File: config.mk
export PLATFORM = sky130hd
export DESIGN_NAME = debug_scan_access_clock_switch
export DESIGN_NICKNAME = d
export VERILOG_FILES = /design/src/verilog/dbg_pkg.sv /design/src/verilog/sync2.sv /design/src/verilog/core_clk_switch.sv /design/src/verilog/debug_scan_access_clock_switch.sv
export SDC_FILE = /design/constraint.sdc
export NUM_CORES = 1
export LEC_CHECK = 0
export ABC_AREA = 0
export BUFFER_PORTS_ARGS = -buffer_cell sky130_fd_sc_hd__buf_4
export CAP_MARGIN = 10
export CORE_MARGIN = 2
export CORE_UTILIZATION = 45
export CTS_CLUSTER_DIAMETER = 60
export DETAILED_ROUTE_END_ITERATION = 12
export GPL_TIMING_DRIVEN = 1
export PLACE_DENSITY = 0.71
export SYNTH_ARGS = -nofsm -noshare
export SYNTH_HDL_FRONTEND = slang
export SYNTH_SLANG_ARGS = --single-unit
export TNS_END_PERCENT = 1
File: constraint.sdc
create_clock -name sys_clk_i -period 2.2 [get_ports sys_clk_i]
set_clock_uncertainty 0.2 [all_clocks]
set_input_delay 0.22 -clock sys_clk_i [delete_from_list [all_inputs] [get_ports sys_clk_i]]
set_output_delay 0.22 -clock sys_clk_i [all_outputs]
set_load 0.005 [all_outputs]
File: src/verilog/dbg_pkg.sv
// Constants, field layouts and carrier types of the debug scan and clock switch logic
// Notes on behaviour
// - Tag chains address: index bits 28:22, segment 5:0; only 27:22 and 1:0 used
// - Tag reading format: valid bit 28, dirty bit 27, stored tag bits 26:0
// - At UPDATE-DR the addressed tag entry loads into the serial register
// - Coprocessor chain: 39 bits, bit 38 direction, 37:32 address, 31:0 value
// - Coprocessor chain: no capture action; update reads if bit 38 low, else writes
// - Outside debug the core runs on the memory clock, debug clock held low
// - In debug the core runs on the TAP-driven debug clock; selected clock is output
// - Memory wait input is ignored while the core runs on the debug clock
// - Acknowledge rises in memory clock high phase; switch at next falling edge
// - Restart instruction then RUN-TEST/IDLE returns the core to the memory clock
// - Serial test: chain 0 with INTEST gives debug clock in idle; EXTEST gives none
// - Debug status bit 4 is high when debug came from the compressed state
// - In debug, core clocks are separated by 67 scan clocks
// - Bit 33 low runs at debug speed; a following no-op with bit 33 high runs fast
// - Restart with speed flag runs at memory clock, then returns to debug, ack high
// - Debug status bit 3 goes high when a system-speed instruction has completed
// - After a system-speed access the speed bit captures high
// - System-speed accesses use caches normally; disabled caches stay untouched
// - Debug chain is 67 bits: 32 data, 32 instruction, three control bits
// - First speed-bit capture after entry: low for breakpoint, high for watchpoint
package dbg_pkg;

	// ----------------------------------------
	// Scan chain numbers and TAP instructions
	// ----------------------------------------
	localparam logic [4:0] CHAIN_CORE = 5'h00;
	localparam logic [4:0] CHAIN_DEBUG = 5'h01;
	localparam logic [4:0] CHAIN_ITAG = 5'h04;
	localparam logic [4:0] CHAIN_DTAG = 5'h05;
	localparam logic [4:0] CHAIN_COPROC = 5'h0F;
	localparam logic [3:0] INSTR_EXTEST = 4'h0;
	localparam logic [3:0] INSTR_RESTART = 4'h4;
	localparam logic [3:0] INSTR_INTEST = 4'hC;

	// ----------------------------------------
	// Chain lengths as top bit index, debug scan clock count and register width
	// ----------------------------------------
	localparam logic [6:0] TOP_DEBUG = 7'h42;
	localparam logic [6:0] TOP_TAG = 7'h1C;
	localparam logic [6:0] TOP_COPROC = 7'h26;
	localparam logic [6:0] TOP_SELECT = 7'h04;
	localparam logic [6:0] DBG_SCAN_CLOCKS = 7'h43;
	localparam int SR_W = 67;

	// ----------------------------------------
	// Field positions
	// ----------------------------------------
	localparam int TAG_IDX_LO = 22;
	localparam int TAG_IDX_HI = 27;
	localparam int TAG_SEG_HI = 1;
	localparam int CP_DIR_BIT = 38;
	localparam int CP_ADR_LO = 32;
	localparam int CP_ADR_HI = 37;
	localparam int DBG_DDEN_BIT = 32;
	localparam int DBG_SPEED_BIT = 33;
	localparam int DBG_WB_BIT = 34;
	localparam int DBG_INSTR_LO = 35;
	localparam int STAT_SYSTEM_ACCESS_COMPLETE_BIT = 3;
	localparam int STAT_COMPRESSED_BIT = 4;
	localparam logic [4:0] STATUS_RESET = 5'h00;

	// ----------------------------------------
	// Carrier types
	// ----------------------------------------
	typedef struct packed {
		logic tck;
		logic tdi;
		logic capture;
		logic shift;
		logic update;
		logic idle;
		logic [3:0] instr;
		logic [4:0] chain;
		logic mem_clk;
		logic mem_wait_n;
		logic test_mode;
	} pins_t;

	typedef struct packed {
		logic valid;
		logic dirty;
		logic [26:0] tag;
	} tag_entry_t;

	typedef enum logic [2:0] {
		ST_RUN,
		ST_DEBUG,
		ST_SYS_RUN,
		ST_SYS_BACK
	} mode_t;

endpackage : dbg_pkg

File: src/verilog/sync2.sv
// Two-stage synchroniser for a group of asynchronous inputs
module sync2 #(
	parameter int W = 18
) (
	// Clock and reset
	input wire logic sys_clk_i,
	input wire logic nrst_i,
	// Data
	input wire logic [W-1:0] async_i,
	output logic [W-1:0] sync_o
);

	typedef struct packed {
		logic [W-1:0] s1;
		logic [W-1:0] s2;
	} state_t;

	state_t st_r;
	state_t st_nxt;

	always_comb begin
		st_nxt.s1 = async_i;
		st_nxt.s2 = st_r.s1;
	end

	always_ff @(posedge sys_clk_i or negedge nrst_i) begin
		if (!nrst_i) begin
			st_r <= '0;
		end else begin
			st_r <= st_nxt;
		end
	end

	assign sync_o = st_r.s2;

endmodule : sync2

File: src/verilog/core_clk_switch.sv
// Glitch-free selection of the core clock between memory and debug clocks
module core_clk_switch (
	// Clock and reset
	input wire logic sys_clk_i,
	input wire logic nrst_i,
	// Sources and request
	input wire logic mem_clk_i,
	input wire logic dbg_clk_i,
	input wire logic want_debug_i,
	// Result
	output logic core_clk_o,
	output logic on_debug_o
);

	typedef struct packed {
		logic sel;
		logic clk;
	} state_t;

	state_t st_r;
	state_t st_nxt;

	always_comb begin
		st_nxt = st_r;
		// Change over only with core clock and incoming source both low
		if (st_r.sel != want_debug_i && !st_r.clk && !(want_debug_i ? dbg_clk_i : mem_clk_i)) begin
			st_nxt.sel = want_debug_i;
		end
		st_nxt.clk = st_nxt.sel ? dbg_clk_i : mem_clk_i;
	end

	always_ff @(posedge sys_clk_i or negedge nrst_i) begin
		if (!nrst_i) begin
			st_r <= '0;
		end else begin
			st_r <= st_nxt;
		end
	end

	assign core_clk_o = st_r.clk;
	assign on_debug_o = st_r.sel;

endmodule : core_clk_switch

File: src/verilog/debug_scan_access_clock_switch.sv
// Debug scan access, clock switching and system-speed access control
module debug_scan_access_clock_switch (
	// Clock and reset
	input wire logic sys_clk_i,
	input wire logic nrst_i,
	// TAP side, asynchronous
	input wire logic tck_i,
	input wire logic tdi_i,
	input wire logic tap_capture_i,
	input wire logic tap_shift_i,
	input wire logic tap_update_i,
	input wire logic tap_idle_i,
	input wire logic [3:0] tap_instr_i,
	input wire logic [4:0] tap_chain_i,
	output logic tdo_o,
	// Memory side pins, asynchronous
	input wire logic memory_clock_i,
	input wire logic memory_wait_n_i,
	input wire logic test_mode_i,
	// Core side
	input wire logic debug_req_i,
	input wire logic entry_watchpoint_i,
	input wire logic watch_and_break_flag_i,
	input wire logic entry_compressed_i,
	input wire logic [31:0] core_data_i,
	input wire logic sys_done_i,
	input wire logic cache_en_i,
	output logic selected_clock_out_o,
	output logic debug_core_clock_o,
	output logic core_wait_n_o,
	output logic debug_acknowledge_o,
	output logic system_speed_access_o,
	output logic [31:0] scan_instr_o,
	output logic core_cache_en_o,
	output logic [4:0] debug_status_o,
	// Tag arrays
	output logic tag_rd_o,
	output logic tag_dcache_o,
	output logic [5:0] tag_index_o,
	output logic [1:0] tag_segment_o,
	input wire logic [28:0] tag_rdata_i,
	// Control coprocessor registers
	output logic cp_rd_o,
	output logic cp_wr_o,
	output logic [5:0] cp_addr_o,
	output logic [31:0] cp_wdata_o,
	input wire logic [31:0] cp_rdata_i
);

	// ----------------------------------------
	// State
	// ----------------------------------------
	typedef struct packed {
		dbg_pkg::mode_t mode;
		logic [dbg_pkg::SR_W-1:0] sr;
		logic tdo;
		logic tck_d;
		logic cap_d;
		logic upd_d;
		logic idle_d;
		logic debug_core_clock;
		logic ack;
		logic first_cap;
		logic entry_flag;
		logic wb_flag;
		logic compressed;
		logic sys_comp;
		logic speed_scan;
		logic sys_pending;
		logic sys_access;
		logic [6:0] shift_cnt;
		logic wait_n;
		logic cache_en;
		logic [31:0] instr;
		logic tag_rd;
		logic tag_dc;
		logic [5:0] tag_idx;
		logic [1:0] tag_seg;
		logic tag_ld;
		logic cp_rd;
		logic cp_wr;
		logic cp_ld;
		logic [5:0] cp_addr;
		logic [31:0] cp_wdata;
	} state_t;

	state_t st_r;
	state_t st_nxt;
	dbg_pkg::pins_t pins_async;
	dbg_pkg::pins_t pins;
	logic core_clk;
	logic on_debug;
	logic tck_rise;
	logic cap_ev;
	logic upd_ev;
	logic idle_ev;
	logic intest;
	logic [6:0] top_bit;
	dbg_pkg::tag_entry_t tag_entry;

	// ----------------------------------------
	// Input synchronisation
	// ----------------------------------------
	assign pins_async = '{tck: tck_i, tdi: tdi_i, capture: tap_capture_i, shift: tap_shift_i,
		update: tap_update_i, idle: tap_idle_i, instr: tap_instr_i, chain: tap_chain_i,
		mem_clk: memory_clock_i, mem_wait_n: memory_wait_n_i, test_mode: test_mode_i};

	sync2 #(
		.W($bits(dbg_pkg::pins_t))
	) u_sync (
		.sys_clk_i(sys_clk_i),
		.nrst_i(nrst_i),
		.async_i(pins_async),
		.sync_o(pins)
	);

	// ----------------------------------------
	// Core clock selection
	// ----------------------------------------
	core_clk_switch u_clk (
		.sys_clk_i(sys_clk_i),
		.nrst_i(nrst_i),
		.mem_clk_i(pins.mem_clk),
		.dbg_clk_i(st_r.debug_core_clock),
		.want_debug_i((st_r.mode == dbg_pkg::ST_DEBUG) || pins.test_mode),
		.core_clk_o(core_clk),
		.on_debug_o(on_debug)
	);

	// ----------------------------------------
	// Events and decode
	// ----------------------------------------
	assign tck_rise = pins.tck && !st_r.tck_d;
	assign cap_ev = pins.capture && !st_r.cap_d;
	assign upd_ev = pins.update && !st_r.upd_d;
	assign idle_ev = pins.idle && !st_r.idle_d;
	assign intest = (pins.instr == dbg_pkg::INSTR_INTEST);
	assign tag_entry = dbg_pkg::tag_entry_t'(tag_rdata_i);

	always_comb begin
		case (pins.chain)
			dbg_pkg::CHAIN_DEBUG: top_bit = dbg_pkg::TOP_DEBUG;
			dbg_pkg::CHAIN_ITAG, dbg_pkg::CHAIN_DTAG: top_bit = dbg_pkg::TOP_TAG;
			dbg_pkg::CHAIN_COPROC: top_bit = dbg_pkg::TOP_COPROC;
			default: top_bit = dbg_pkg::TOP_SELECT;
		endcase
	end

	// ----------------------------------------
	// Next state
	// ----------------------------------------
	always_comb begin
		st_nxt = st_r;
		st_nxt.tck_d = pins.tck;
		st_nxt.cap_d = pins.capture;
		st_nxt.upd_d = pins.update;
		st_nxt.idle_d = pins.idle;
		st_nxt.tag_rd = 1'b0;
		st_nxt.cp_rd = 1'b0;
		st_nxt.cp_wr = 1'b0;
		st_nxt.tag_ld = 1'b0;
		st_nxt.cp_ld = 1'b0;
		st_nxt.tdo = st_r.sr[0];
		st_nxt.wait_n = on_debug ? 1'b1 : pins.mem_wait_n;
		st_nxt.cache_en = cache_en_i;

		// Serial shift, least significant bit first
		if (pins.shift && tck_rise) begin
			st_nxt.sr = {1'b0, st_r.sr[dbg_pkg::SR_W-1:1]};
			st_nxt.sr[top_bit] = pins.tdi;
			if (st_r.shift_cnt != dbg_pkg::DBG_SCAN_CLOCKS) begin
				st_nxt.shift_cnt = st_r.shift_cnt + 7'h01;
			end
		end

		// Capture; tag and coprocessor chains keep their contents
		if (cap_ev && intest && pins.chain == dbg_pkg::CHAIN_DEBUG) begin
			st_nxt.sr[31:0] = core_data_i;
			st_nxt.sr[dbg_pkg::DBG_WB_BIT] = st_r.wb_flag;
			st_nxt.sr[dbg_pkg::DBG_SPEED_BIT] = st_r.first_cap ? st_r.entry_flag
				: st_r.speed_scan;
			st_nxt.first_cap = 1'b0;
		end

		// Update actions
		if (upd_ev && intest) begin
			case (pins.chain)
				dbg_pkg::CHAIN_ITAG, dbg_pkg::CHAIN_DTAG: begin
					st_nxt.tag_rd = 1'b1;
					st_nxt.tag_ld = 1'b1;
					st_nxt.tag_dc = (pins.chain == dbg_pkg::CHAIN_DTAG);
					st_nxt.tag_idx = st_r.sr[dbg_pkg::TAG_IDX_HI:dbg_pkg::TAG_IDX_LO];
					st_nxt.tag_seg = st_r.sr[dbg_pkg::TAG_SEG_HI:0];
				end
				dbg_pkg::CHAIN_COPROC: begin
					st_nxt.cp_addr = st_r.sr[dbg_pkg::CP_ADR_HI:dbg_pkg::CP_ADR_LO];
					st_nxt.cp_wdata = st_r.sr[31:0];
					st_nxt.cp_wr = st_r.sr[dbg_pkg::CP_DIR_BIT];
					st_nxt.cp_rd = !st_r.sr[dbg_pkg::CP_DIR_BIT];
					st_nxt.cp_ld = !st_r.sr[dbg_pkg::CP_DIR_BIT];
				end
				dbg_pkg::CHAIN_DEBUG: begin
					st_nxt.instr = st_r.sr[dbg_pkg::SR_W-1:dbg_pkg::DBG_INSTR_LO];
					st_nxt.speed_scan = st_r.sr[dbg_pkg::DBG_SPEED_BIT];
				end
				default: begin
				end
			endcase
		end

		// Read data returns one cycle after the strobe
		if (st_r.tag_ld) begin
			st_nxt.sr = '0;
			st_nxt.sr[dbg_pkg::TOP_TAG:0] = {tag_entry.valid, tag_entry.dirty,
				tag_entry.tag};
		end
		if (st_r.cp_ld) begin
			st_nxt.sr[31:0] = cp_rdata_i;
		end

		// Debug clock follows the test clock high phase in RUN-TEST/IDLE
		st_nxt.debug_core_clock = 1'b0;
		if (pins.test_mode) begin
			st_nxt.debug_core_clock = pins.idle && pins.tck && intest
				&& pins.chain == dbg_pkg::CHAIN_CORE;
		end else if (st_r.mode == dbg_pkg::ST_DEBUG && on_debug) begin
			st_nxt.debug_core_clock = pins.idle && pins.tck && intest && pins.chain == dbg_pkg::CHAIN_DEBUG
				&& (st_r.debug_core_clock || st_r.shift_cnt == dbg_pkg::DBG_SCAN_CLOCKS);
		end
		if (st_nxt.debug_core_clock && !st_r.debug_core_clock && !pins.test_mode) begin
			st_nxt.shift_cnt = 7'h00;
			st_nxt.sys_pending = st_r.speed_scan;
		end

		// Debug and system-speed sequencing
		case (st_r.mode)
			dbg_pkg::ST_RUN: begin
				if (debug_req_i && pins.mem_clk && !pins.test_mode) begin
					st_nxt.ack = 1'b1;
					st_nxt.mode = dbg_pkg::ST_DEBUG;
					st_nxt.entry_flag = entry_watchpoint_i;
					st_nxt.wb_flag = watch_and_break_flag_i;
					st_nxt.compressed = entry_compressed_i;
					st_nxt.first_cap = 1'b1;
					st_nxt.shift_cnt = 7'h00;
				end
			end
			dbg_pkg::ST_DEBUG: begin
				if (idle_ev && pins.instr == dbg_pkg::INSTR_RESTART && on_debug) begin
					if (st_r.sys_pending) begin
						st_nxt.mode = dbg_pkg::ST_SYS_RUN;
						st_nxt.sys_access = 1'b1;
						st_nxt.sys_comp = 1'b0;
					end else begin
						st_nxt.mode = dbg_pkg::ST_RUN;
						st_nxt.ack = 1'b0;
					end
				end
			end
			dbg_pkg::ST_SYS_RUN: begin
				if (sys_done_i && !on_debug) begin
					st_nxt.sys_comp = 1'b1;
					st_nxt.sys_access = 1'b0;
					st_nxt.sys_pending = 1'b0;
					st_nxt.entry_flag = 1'b1;
					st_nxt.first_cap = 1'b1;
					st_nxt.shift_cnt = 7'h00;
					st_nxt.mode = dbg_pkg::ST_SYS_BACK;
				end
			end
			dbg_pkg::ST_SYS_BACK: begin
				st_nxt.mode = dbg_pkg::ST_DEBUG;
			end
			default: begin
				st_nxt.mode = dbg_pkg::ST_RUN;
			end
		endcase
	end

	always_ff @(posedge sys_clk_i or negedge nrst_i) begin
		if (!nrst_i) begin
			st_r <= '0;
			st_r.mode <= dbg_pkg::ST_RUN;
			st_r.wait_n <= 1'b1;
		end else begin
			st_r <= st_nxt;
		end
	end

	// ----------------------------------------
	// Outputs
	// ----------------------------------------
	assign tdo_o = st_r.tdo;
	assign selected_clock_out_o = core_clk;
	assign debug_core_clock_o = st_r.debug_core_clock;
	assign core_wait_n_o = st_r.wait_n;
	assign debug_acknowledge_o = st_r.ack;
	assign system_speed_access_o = st_r.sys_access;
	assign scan_instr_o = st_r.instr;
	assign core_cache_en_o = st_r.cache_en;
	assign debug_status_o = {st_r.compressed, st_r.sys_comp, 3'h0};
	assign tag_rd_o = st_r.tag_rd;
	assign tag_dcache_o = st_r.tag_dc;
	assign tag_index_o = st_r.tag_idx;
	assign tag_segment_o = st_r.tag_seg;
	assign cp_rd_o = st_r.cp_rd;
	assign cp_wr_o = st_r.cp_wr;
	assign cp_addr_o = st_r.cp_addr;
	assign cp_wdata_o = st_r.cp_wdata;

endmodule : debug_scan_access_clock_switch

==> results.toml <==
[hold_path]
hp-class = "in2async"

[run]
cap_violations = 0

[timing]
setup_tns_ns = 0
max_freq_ghz = 0.474
period_share_pct = 96.0
rsz0062_at_grt = "false"
min_period_ns = 2.11
final-setup-viol-count = 0
worstMarginPinSlew_ns = 0.540
hold_viol_final = 0
slew_violations = 0
hold_ws_ns = 0.0634
relSlewSlack_pct = 64.0
setup_slack_ns = 0.0886

[floorplan]
io_pins = 213
die_w_um = 147
die_y_um = 147
core_area_um2 = 20100
initial_utilization_pct = 45.6
rows = 52
dieArea_um2 = 21600

[worst_setup_path]
cp-end-kind = "flip-flop"
cpPeakStageDelay_ns = 0.57
crit_slowest_cell = "dlygate4sd3_1"
critPathKind = "reg2reg"
cp_cell_sequence = "buf_6 > nor2b_4 > buf_12 > a22oi_1 > dlygate4sd3_1 > a21oi_1"
path_max_fanout = 24
cp-start-kind = "flip-flop"
cp.arrival_ns = 2.34
crit_required_ns = 2.42

[detailed_routing]
num_vias = 7067
drt_iter0_drc = 289
postRouteAntennaNets = 0
top_layer_used = "met4"
drcViolationCount = 0
finalWirelength_um = 24000
wl_met1_um = 10100
wl_met3_um = 1170
firstDrtPassIters = 5
vias_per_cell = 5.15
wl_met2_um = 11600
avgRoutedWirePerCell_um = 17.5

[synth]
ys.flop_type = "dfrtp_1"
synth_top_area_cell = "dfrtp_1"
synth_mux_area_share_pct = 10.6
synth_seq_area_share_pct = 58.1
synth_top_area_share_pct = 57.8
ys.warnings.count = 0
synth_compound_area_share_pct = 10.2
synth_cell_types = 51
synth-edff-count = 0
synth_xor_area_share_pct = 0.286
avgSynthCellArea_um2 = 11.1
synth_fa_ha_area_share_pct = 0.136
synth.area.top_cells = "dfrtp_1, mux2_2, buf_4"
synthSimpleGateAreaFrac_pct = 11.7
syn_inst = 824
synth_top_family_by_area = "simple AND/OR/NAND/NOR gates"
ys_ff_latch = 213
synth-async-reset-ratio_pct = 100
synth_area_um2 = 9180

[cells_and_area]
nets = 1203
layout_common_cells = "buf_4, dfrtp_1, dlygate4sd3_1, nand2_1, mux2_2"
area_delta_synth_final_pct = 39.0
final_cell_area_um2 = 12800
layout.cells.most_common = "buf_4"
drive_gt1_share_pct = 34.4
fin_cells = 1371
fillers = 1518
multi_input_area_um2 = 3060
seq_area_um2 = 5330

[run_status]
status = "completed"

[grt]
grt_usage_pct = 22.4
grt-ovfl-total = 0
grt_pass1_wl_um = 38900
antenna_found_initial = 2
grt_start_max_net_pins = 68
grt_pass1_vias = 7377

[cts]
cts_buffers = 24
clk_latency_ns = 0.51
cts_sinks = 213
htree_num_levels = 1
cts_root_buffer = "clkbuf_16"
path_clk_slew_ns = 0.06
cts_post_setup_buffers_inserted = 0
cts_tree = "built"
clock_path_buffers = 3

[place]
dpl.hpwl_um = 14600
place.gp.congestion = 0.800
dp_worst_setup_slack_ns = 0.0407
dpl.cell_count = 1208
io_buffers = 209
place_area_um2 = 10600

[power]
cellLeakagePower_nw = 6.06
powerDensity_nw_per_um2 = 777
vdd_drop_max_mv = 0.595
p_clk_share_pct = 44.5
swShare_pct = 23.1
combPwrFrac_pct = 10.1
seq_power_share_pct = 45.4
intPower_mw = 7.62
p_sw_mw = 2.29
## repair_timing
item	CTS	global route
gates resized for setup	0	5
setup endpoints to repair	0	43
endpoints found under the hold margin	270	0
hold buffers	119	0
## per-layer routing
layer | GRT usage, % | vias up
li1 | - | 3274
met1 | 29.8 | 3453
met2 | 36.8 | 254
met3 | 3.57 | 86
met4 | 9.71 | 0
met5 | 0 | -
## metrics by stage
| stage | utilization, % | power [mW] |
|---|---|---|
| 2_1_floorplan | - | 4.89 |
| 6_report | 63.4 | 9.91 |
| 4_1_cts | 63.3 | 9.96 |
| 5_1_grt | 63.4 | 10.3 |
| 3_3_place_gp | 52.9 | 5.33 |
| 3_5_place_dp | 52.9 | 5.36 |
## worst paths after layout
kind | slack (ns) | end | depth (start not counted) | start
setup / recovery | 0.09 | st_r[122] | 6 | st_r[38]
setup reg to reg | 0.09 | st_r[122] | 6 | st_r[38]
max in group asynchronous | 1.06 | cp_wdata_o[21] | 3 | nrst_i
min in group sys_clk_i | 0.15 | u_sync.sync_o[15] | 0 | u_sync.st_nxt[15]
hold reg to reg | 0.15 | u_sync.sync_o[15] | 0 | u_sync.st_nxt[15]
hold / removal | 0.06 | u_sync.st_nxt[1] | 2 | nrst_i
## sequential cells by signal (all words and copies together), names as in the netlist, 2 cells and up
name,flops
cp_addr_o,6
cp_wdata_o,32
debug_status_o,2
scan_instr_o,32
st_r,86
tag_index_o,6
tag_segment_o,2
u_sync.st_nxt,18
u_sync.sync_o,18
## cells in the mapped netlist, types with 2 or more instances
cell and number:
a21oi_1 66, a22oi_1 30, a311oi_1 3, a31oi_1 3
and2_1 2, and3_1 2, buf_1 6, buf_2 8
buf_4 85, clkbuf_1 29, dfrtp_1 212, inv_1 4
mux2_2 83, mux2i_1 4, nand2_1 116, nand2b_1 4
nand3_1 4, nand3b_1 2, nand4_1 5, nor2_1 74
nor2b_1 7, nor3_1 2, nor3b_1 2, nor4_1 2
o211ai_1 29, o21ai_0 8, o21bai_1 2, o22ai_1 2
or2_2 3, or3_1 3, xnor2_1 2
## cell families (layout without fill, tap and decap cells)
logic type / after synthesis / count (layout)
AOI/OAI and AO/OA: 149 / 149
adders and majority gates: 1 / 1
and+or+nand+nor: 238 / 238
other: 1 / 5
DFF: 213 / 213
buffers and inverters: 132 / 405
xor gates and xnor gates: 3 / 3
muxes: 87 / 87
## layout make-up
type / instances / area share [%]
inverters: 4 / 0.118
well taps: 270 / 2.65
clock inverters: 11 / 1.49
flip-flops and latches: 213 / 41.8
repair buffers: 359 / 24.4
multi-input cells: 481 / 24.0
clock buffers: 31 / 5.47
diodes: 2 / 0.0392
## critical path, delay by kind of cell, from the launching register on
kind	cells	cell delay (ns)
flip-flops	1	0.39
AO/OA/AOI/OAI	2	0.25
buffers and inverters	3	0.94
AND/OR/NAND/NOR	1	0.23
## power by group through the flow
stage	registers, mW	clock network [mW]	logic, mW
floorplan	4.46	0	0.432
global placement	4.55	0	0.778
detailed placement	4.55	0	0.802
CTS	4.49	4.49	0.982
global route	4.54	4.67	1.11
finish	4.50	4.41	0.997
Note: power is estimated with default switching activity, not from simulation.
